<file path="src/rtl/sto_pkg.sv">
// package: constants and types for the smart card time-out counters
// ==========================================
// Behaviour
// three independent down-counters: counter zero 24 bits, counters one and two 8 bits
// each counter starts on run-enable write, on a start bit or on card reset release, per mode
// software selects the counters through the two-bit timer select field first
// control word holds mode in bits 27:24 and count in 23:0 (8 bits narrow)
// run-enable bits 5, 6, 7 of alternate control start counters zero, one, two
// answer-to-reset mode exists on counter zero only
// time-out interval equals programmed count plus one tick
// mode 0000 counts as soon as run-enable is set
// modes 0000/0001 at zero set status flag 5:3 and clear run-enable
// mode 0001 starts at first start bit, received or transmitted
// mode 0010 starts at first received start bit only
// mode 0011 only times the answer-to-reset window during activation or warm reset
// mode 0011 starts at card reset release if run-enable was set before
// mode 0011 zero before answer sets status bit 3, interrupt, clears run-enable
// answer arriving with counter nonzero clears run-enable, no flag
// counters decrement once per elementary time unit, hold while disabled
package sto_pkg;
   localparam int WIDE_W   = 24;
   localparam int NARROW_W = 8;
   localparam int NUM_CNT  = 3;
   // control word field positions
   localparam int MODE_HI  = 27;
   localparam int MODE_LO  = 24;
   localparam int COUNT_HI = 23;
   localparam int COUNT_LO = 0;
   // run-enable bit positions in alternate control
   localparam int RUN0_BIT = 5;
   localparam int RUN1_BIT = 6;
   localparam int RUN2_BIT = 7;
   // time-out flag positions in interrupt status
   localparam int FLAG_LO  = 3;
   localparam int FLAG_HI  = 5;
   localparam logic [1:0] TIMER_SEL_OFF = 2'h0;
   localparam logic [WIDE_W-1:0] COUNT_RESET = 24'h000000;

   typedef enum logic [3:0] {
      STO_MODE_ENABLE = 4'h0,
      STO_MODE_ANY_START = 4'h1,
      STO_MODE_RX_START = 4'h2,
      STO_MODE_ATR = 4'h3
   } sto_mode_e;

   typedef enum logic [1:0] {
      STO_IDLE = 2'h0,
      STO_ARMED = 2'h1,
      STO_RUN = 2'h2
   } sto_state_e;

   // one counter's control word
   typedef struct packed {
      logic [3:0]        mode;
      logic [WIDE_W-1:0] count;
   } sto_ctrl_s;

   // line events seen by every counter
   typedef struct packed {
      logic tick;
      logic rx_start;
      logic tx_start;
      logic rst_release;
      logic atr_seen;
   } sto_evt_s;
endpackage

</file>
<file path="src/rtl/sto_timeout_counters.sv">
// module: three smart card time-out counters with run-enable and flag handling
`timescale 1ns/1ps
module sto_timeout_counters (
   input  wire logic               clock,
   input  wire logic               rst_n,
   input  wire logic [1:0]         timer_select_field,
   input  sto_pkg::sto_ctrl_s      ctrl0,
   input  sto_pkg::sto_ctrl_s      ctrl1,
   input  sto_pkg::sto_ctrl_s      ctrl2,
   input  wire logic [2:0]         run_enable_set,
   input  wire logic [2:0]         run_enable_clr,
   input  wire logic [2:0]         flag_clr,
   input  wire logic               etu_tick,
   input  wire logic               rx_start_bit,
   input  wire logic               tx_start_bit,
   input  wire logic               card_reset_release,
   input  wire logic               answer_to_reset,
   output logic [2:0]              counter_run_enable,
   output logic [2:0]              counter_timeout_flag,
   output logic                    timeout_irq,
   output logic [23:0]             wide_timeout_counter,
   output logic [7:0]              narrow_timeout_counter_a,
   output logic [7:0]              narrow_timeout_counter_b
);
   // ==========================================
   // shared decode
   localparam int NC = sto_pkg::NUM_CNT;
   logic [NC-1:0]  run_q;
   logic [NC-1:0]  run_d;
   logic [NC-1:0]  flag_q;
   logic [NC-1:0]  flag_d;
   logic           irq_q;
   logic [NC-1:0]  expire;
   logic [NC-1:0]  atr_done;
   logic [23:0]    val0;
   logic [7:0]     val1;
   logic [7:0]     val2;
   logic [23:0]    val0_q;
   logic [7:0]     val1_q;
   logic [7:0]     val2_q;

   wire logic      avail = (timer_select_field != sto_pkg::TIMER_SEL_OFF);
   wire logic [NC-1:0] run_rise = run_d & ~run_q;

   sto_pkg::sto_evt_s evt;
   // one driver for the whole event bundle, fields in declaration order
   assign evt = {etu_tick, rx_start_bit, tx_start_bit, card_reset_release, answer_to_reset};

   // run-enable: software set, hardware clear at expiry or answer
   assign run_d  = (run_q | run_enable_set) & ~run_enable_clr;
   // flags: hardware set wins over software clear
   assign flag_d = (flag_q & ~flag_clr) | expire;

   // ==========================================
   // counters
   sto_counter #(.W(sto_pkg::WIDE_W), .HAS_ATR(1'b1)) u_cnt0 (
      .clock       (clock),
      .rst_n       (rst_n),
      .avail       (avail),
      .enable      (run_q[0]),
      .enable_rise (run_rise[0]),
      .ctrl        (ctrl0),
      .evt         (evt),
      .expire      (expire[0]),
      .atr_done    (atr_done[0]),
      .value       (val0)
   );

   sto_counter #(.W(sto_pkg::NARROW_W), .HAS_ATR(1'b0)) u_cnt1 (
      .clock       (clock),
      .rst_n       (rst_n),
      .avail       (avail),
      .enable      (run_q[1]),
      .enable_rise (run_rise[1]),
      .ctrl        (ctrl1),
      .evt         (evt),
      .expire      (expire[1]),
      .atr_done    (atr_done[1]),
      .value       (val1)
   );

   sto_counter #(.W(sto_pkg::NARROW_W), .HAS_ATR(1'b0)) u_cnt2 (
      .clock       (clock),
      .rst_n       (rst_n),
      .avail       (avail),
      .enable      (run_q[2]),
      .enable_rise (run_rise[2]),
      .ctrl        (ctrl2),
      .evt         (evt),
      .expire      (expire[2]),
      .atr_done    (atr_done[2]),
      .value       (val2)
   );

   // ==========================================
   // registers
   always_ff @(posedge clock or negedge rst_n) begin
      if (!rst_n) begin
         run_q  <= '0;
         flag_q <= '0;
         irq_q  <= 1'b0;
         val0_q <= sto_pkg::COUNT_RESET;
         val1_q <= '0;
         val2_q <= '0;
      end else begin
         run_q  <= run_d & ~expire & ~atr_done;
         flag_q <= flag_d;
         irq_q  <= |flag_d;
         val0_q <= val0;
         val1_q <= val1;
         val2_q <= val2;
      end
   end

   assign counter_run_enable       = run_q;
   assign counter_timeout_flag     = flag_q;
   assign timeout_irq              = irq_q;
   assign wide_timeout_counter     = val0_q;
   assign narrow_timeout_counter_a = val1_q;
   assign narrow_timeout_counter_b = val2_q;
endmodule

</file>
<file path="src/rtl/sto_counter.sv">
// module: one time-out down-counter with its start logic
`timescale 1ns/1ps
module sto_counter #(
   parameter int  W       = 24,
   parameter bit  HAS_ATR = 1'b0
) (
   input  wire logic              clock,
   input  wire logic              rst_n,
   input  wire logic              avail,
   input  wire logic              enable,
   input  wire logic              enable_rise,
   input  sto_pkg::sto_ctrl_s     ctrl,
   input  sto_pkg::sto_evt_s      evt,
   output logic                   expire,
   output logic                   atr_done,
   output logic [W-1:0]           value
);
   // ==========================================
   // state
   sto_pkg::sto_state_e state_q;
   sto_pkg::sto_state_e state_d;
   logic [W-1:0]        cnt_q;
   logic [W-1:0]        cnt_d;

   // ==========================================
   // decode
   wire logic [3:0] mode        = ctrl.mode;
   wire logic       m_enable    = (mode == 4'(sto_pkg::STO_MODE_ENABLE));
   wire logic       m_any       = (mode == 4'(sto_pkg::STO_MODE_ANY_START));
   wire logic       m_rx        = (mode == 4'(sto_pkg::STO_MODE_RX_START));
   wire logic       m_atr       = HAS_ATR && (mode == 4'(sto_pkg::STO_MODE_ATR));
   wire logic       go_any      = m_any && (evt.rx_start || evt.tx_start);
   wire logic       go_rx       = m_rx && evt.rx_start;
   wire logic       go_atr      = m_atr && evt.rst_release;
   wire logic       start_now   = go_any || go_rx || go_atr;
   wire logic       at_zero     = (cnt_q == '0);
   wire logic       atr_abort   = m_atr && evt.atr_seen && !at_zero;
   wire logic [W-1:0] load_val  = ctrl.count[W-1:0];

   // ==========================================
   // next state
   always_comb begin
      state_d  = state_q;
      cnt_d    = cnt_q;
      expire   = 1'b0;
      atr_done = 1'b0;
      case (state_q)
         sto_pkg::STO_IDLE: begin
            if (avail && enable_rise) begin
               cnt_d = load_val;
               if (m_enable)
                  state_d = sto_pkg::STO_RUN;
               else
                  state_d = sto_pkg::STO_ARMED;
            end
         end
         sto_pkg::STO_ARMED: begin
            if (!enable || !avail)
               state_d = sto_pkg::STO_IDLE;
            else if (start_now)
               state_d = sto_pkg::STO_RUN;
         end
         sto_pkg::STO_RUN: begin
            if (!enable || !avail) begin
               state_d = sto_pkg::STO_IDLE;
            end else if (atr_abort) begin
               atr_done = 1'b1;
               state_d  = sto_pkg::STO_IDLE;
            end else if (evt.tick) begin
               // zero reached after count ticks, expiry on the next tick (count+1 ticks)
               if (at_zero) begin
                  expire  = 1'b1;
                  state_d = sto_pkg::STO_IDLE;
               end else begin
                  cnt_d = cnt_q - W'(1);
               end
            end
         end
         default: state_d = sto_pkg::STO_IDLE;
      endcase
   end

   always_ff @(posedge clock or negedge rst_n) begin
      if (!rst_n) begin
         state_q <= sto_pkg::STO_IDLE;
         cnt_q   <= '0;
      end else begin
         state_q <= state_d;
         cnt_q   <= cnt_d;
      end
   end

   assign value = cnt_q;
endmodule

</file>
<file path="config.mk">
export PLATFORM = sky130hd
export DESIGN_NAME = sto_timeout_counters
export DESIGN_NICKNAME = d
export VERILOG_FILES = /design/src/rtl/sto_pkg.sv /design/src/rtl/sto_timeout_counters.sv /design/src/rtl/sto_counter.sv
export SDC_FILE = /design/constraint.sdc
export NUM_CORES = 1
export LEC_CHECK = 0
export ABC_AREA = 1
export BUFFER_PORTS_ARGS = -buffer_cell sky130_fd_sc_hd__buf_2
export CAP_MARGIN = 20
export CORE_AREA = 2 2 102 104
export CTS_CLUSTER_DIAMETER = 60
export DETAILED_ROUTE_END_ITERATION = 12
export DIE_AREA = 0 0 104 106
export PLACE_DENSITY_LB_ADDON = 0.15
export REMOVE_ABC_BUFFERS = 1
export SYNTH_ARGS = -nofsm -noshare
export SYNTH_HDL_FRONTEND = slang
export SYNTH_HIERARCHICAL = 1
export SYNTH_SLANG_ARGS = --single-unit
export TNS_END_PERCENT = 5
</file>
<file path="constraint.sdc">
create_clock -name clock -period 2.3 [get_ports clock]
set_input_delay 0.115 -clock clock [delete_from_list [all_inputs] [get_ports clock]]
set_output_delay 0.115 -clock clock [all_outputs]
set_load 0.02 [all_outputs]
</file>
==> flow_summary.yaml <==
outcome:
  run_status: "complete, no violations"
final_layout:
  area.sequential_sq_um: 2330
  final.fill_count: 930
  nNetsFinal: 911
  flow.area_growth_from_synthesis_pct: 18.0
  fin_cells: 944
  drive_above_1_share: 0.236
  multi_input_comb_area_sq_um: 2330
  final_util: 0.601
  number_of_diodes: 0
detailed_routing:
  via_per_inst: 4.89
  drtPass1Iterations: 4
  drt_iter0_drc: 186
  detail_route.wirelength_um: 11400
  routedWlPerCell_um: 12.1
  vias: 4616
  route.detailed.drc: 0
  detail-route-antenna-nets: 0
setup_path:
  critical_path.top_delay_family: "simple AND/OR/NAND/NOR gates"
  bufs_and_invs_on_worst_path: 3
  cpMaxStageDelayCell: "sky130_fd_sc_hd__dfrtp_1"
  critPathMaxFanout: 21
  crit_cells: 12
  r2r_cells: 12
  cp_slowest_stage_delay_ps: 400
  timing.setup.critical_path_class: "flip-flop to flip-flop"
  origin_of_the_critical_flop_to_flop_path: "u_cnt0/value[0]$_DFFE_PN0P_"
  cp_common_cell: "sky130_fd_sc_hd__nand2_1"
  regToRegEndpoint: "u_cnt0/value[8]$_DFFE_PN0P_"
  timing.critical_path.to_type: "flip-flop"
  timing.critical_path.from_type: "flip-flop"
  cp_cell_sequence: "inv_1, ha_1, inv_1, nor2_1, nand2_1, nor2_1, nand3_1, nand2_2, nand2_1, nand2_1, buf_4, o21ai_0"
  worstPathRequired_ps: 2550
  reg2reg_slack_ps: 440
  crit_arrival_ps: 2100
sta:
  fin_crit_sh: 0.808
  max_clock_freq_mhz: 538
  actual_slew_at_the_worst_max_slew_pin_ps: 566
  setup_tns_ps: 0
  finClkSkew_ps: 11.7
  post-route-worst-setup-slack_ps: 442
  max-slew-margin-rel: 0.623
  report.final.slew_viol_count: 0
  setup-violations-final: 0
  period_needed_ps: 1860
  hold_viol_final: 0
  unrepaired_setup_endpoints_after_global_routing: "no"
yosys:
  netlist.top_cell.by_area: "sky130_fd_sc_hd__dfrtp_1"
  synthCells: 680
  synth_ff_type: "sky130_fd_sc_hd__dfrtp_1"
  postSynthAreaPerCell_sq_um: 7.49
  synth_top_cells_by_area: "sky130_fd_sc_hd__dfrtp_1 (46%), sky130_fd_sc_hd__nand2_1 (16%), sky130_fd_sc_hd__nand3_1 (6.3%), sky130_fd_sc_hd__nor2_1 (6.0%), sky130_fd_sc_hd__inv_1 (5.3%)"
  synth-edff-count: 0
  synthSimpleGateAreaFrac: 0.356
  muxShareOfSynthArea: 0.00393
  synth_async_sr_flop_share: 1.00
  synthesis.area_sq_um: 5090
  post-synth-top-count-cell: "sky130_fd_sc_hd__nand2_1"
  post_synth_xor_area_fraction: 0.00344
  top_area_cell_type_share_of_the_netlist_area: 0.457
  synth-warning-count: 6
  synth.yosys.seq_area_share: 0.457
  synth_cell_types: 42
  synth-compound-area-share: 0.0777
  synth_top_family_by_area: "simple AND/OR/NAND/NOR gates"
  synth_adder_area_share: 0.0147
  list_of_most_frequent_post_synthesis_cells: "sky130_fd_sc_hd__nand2_1 (216), sky130_fd_sc_hd__dfrtp_1 (93), sky130_fd_sc_hd__nor2_1 (82)"
  ys_ff_latch: 93
cts:
  cts_max_path_bufs: 2
  postCtsSetupBuffers: 0
  clock_sink_count: 93
  tritoncts: "done"
  insertion_delay_ps: 360
  numCtsBuffers: 9
  clock_pin_transition_on_the_worst_setup_and_hold_timing_paths_ps: 90
  h-tree-depth: 3
  clockRootBuffer: "sky130_fd_sc_hd__clkbuf_8"
  postCtsResizedCells: 0
power:
  leakagePower_nw: 3.29
  cellPowerDensity_nw_per_um2: 1160
  ir_drop_v: 0.000476
floorplanning:
  initial_core_util: 0.509
  core_area_sq_um: 10000
  placement_rows: 37
  die_h_um: 106
  fp.dieArea_sq_um: 11000
  die_width_um: 104
  io_pins: 149
global_route:
  grt_pass1_wl_um: 19500
  grt_pass1_vias: 4343
  groute.usage.overall: 0.219
  gr-total-overflow: 0
  grt_max_degree: 51
  number_of_antenna_violations_at_the_first_check_in_global_routing: 0
flow_run:
  max_cap_viol: 0
hold_path:
  min_delay_worst_endpoint: "counter_timeout_flag[0]$_DFF_PN0_"
  min-delay-start: "flag_clr[0]"
  timing.hold.worst_path_depth: 4
  timing.hold.worst.class: "primary input to flip-flop"
placed_design:
  dp_cells: 924
  dp_slack_ps: 460
  io_buffer_count: 116
  detailedPlacementHpwl_um: 8430
  place_congestion: 0.873
==> power breakdown <==
group	switching, W	leakage, nW	internal, W
logic	0.00211	2.03	0.00105
registers	0.000532	1.16	0.00228
clock network	0.000565	0.0933	0.000425
total	0.00320	3.29	0.00376
==> placed cells by master, fill, tap and decap left out, drive strengths merged, types with 4 or more instances in the layout <==
| cell | n |
|---|---|
| nand2 | 229 |
| nand3 | 67 |
| clkbuf | 11 |
| o21ai | 50 |
| nor3b | 4 |
| or2 | 5 |
| a21oi | 10 |
| nand4 | 10 |
| nor2 | 86 |
| inv | 84 |
| dlygate4sd3 | 4 |
| clkinv | 5 |
| ha | 6 |
| buf | 123 |
| nor3 | 7 |
| dfrtp | 93 |
==> registers in the layout (all words and copies together), names as in the netlist <==
signal and cells:
wide_timeout_counter 24, timeout_irq 1, u_cnt2/state_q 2, u_cnt2/value 8, u_cnt1/value 8, counter_run_enable 3
u_cnt1/state_q 2, narrow_timeout_counter_a 8, u_cnt0/value 24, u_cnt0/state_q 2, counter_timeout_flag 3, narrow_timeout_counter_b 8
==> metal layers <==
metal / part of all wire / global-route usage
met2: 0.48 / 0.358
met4: 0.018 / 0.0898
met3: 0.046 / 0.0423
met5: 0 / 0
met1: 0.46 / 0.287
==> worst max-delay path by stage <==
stage                                             start                          end
final                       u_cnt0/value[0]$_DFFE_PN0P_  u_cnt0/value[8]$_DFFE_PN0P_
after global routing        u_cnt0/value[0]$_DFFE_PN0P_  u_cnt0/value[5]$_DFFE_PN0P_
after CTS                   u_cnt0/value[0]$_DFFE_PN0P_  u_cnt0/value[1]$_DFFE_PN0P_
after detailed placement    u_cnt0/value[0]$_DFFE_PN0P_  u_cnt0/value[5]$_DFFE_PN0P_
after global placement      u_cnt0/value[0]$_DFFE_PN0P_  u_cnt0/value[5]$_DFFE_PN0P_
after floorplan           u_cnt0/state_q[0]$_DFFE_PN0P_  u_cnt0/value[5]$_DFFE_PN0P_
==> area by class of cell <==
type,instances,area share
multi-input combinational,488,0.387
clock buffer,11,0.0235
timing repair buffer,127,0.115
inverter,84,0.0525
tap,136,0.0283
sequential,93,0.387
clock inverter,5,0.00604
==> worst reg2reg max path, stage by stage (launching register included) <==
cell and delay [ps]:
sky130_fd_sc_hd__dfrtp_1 400, sky130_fd_sc_hd__inv_1 120, sky130_fd_sc_hd__ha_1 160, sky130_fd_sc_hd__inv_1 30, sky130_fd_sc_hd__nor2_1 70, sky130_fd_sc_hd__nand2_1 70
sky130_fd_sc_hd__nor2_1 90, sky130_fd_sc_hd__nand3_1 180, sky130_fd_sc_hd__nand2_2 150, sky130_fd_sc_hd__nand2_1 50, sky130_fd_sc_hd__nand2_1 50, sky130_fd_sc_hd__buf_4 240
sky130_fd_sc_hd__o21ai_0 130
==> metrics by stage <==
| step | hold slack, ps | instance area, sq um | power, W |
|---|---|---|---|
| finish | 29.3 | 6010 | 0.00696 |
| global route | 25.8 | 6010 | 0.00760 |
| CTS | 13.1 | 6010 | 0.00701 |
| detailed placement | 146 | 5790 | 0.00599 |
| global placement | 138 | 5790 | 0.00590 |
| floorplan | -181 | 4970 | 0.00495 |
==> kinds of logic (layout without fill, tap and decap cells) <==
| family | count (synthesis) | after routing |
|---|---|---|
| xor+xnor | 2 | 2 |
| other cells | 2 | 2 |
| buf+inv | 99 | 227 |
| fa+ha+maj | 6 | 6 |
| flops | 93 | 93 |
| simple gates | 410 | 410 |
| mux | 2 | 2 |
| compound gates | 66 | 66 |
==> repair_timing <==
action / 4_1_cts / 5_1_grt
hold buffers: 4 / 0
setup endpoints to repair: 0 / 0
endpoints found under the hold margin: 46 / 0
Note: power is estimated with default switching activity, not from simulation.
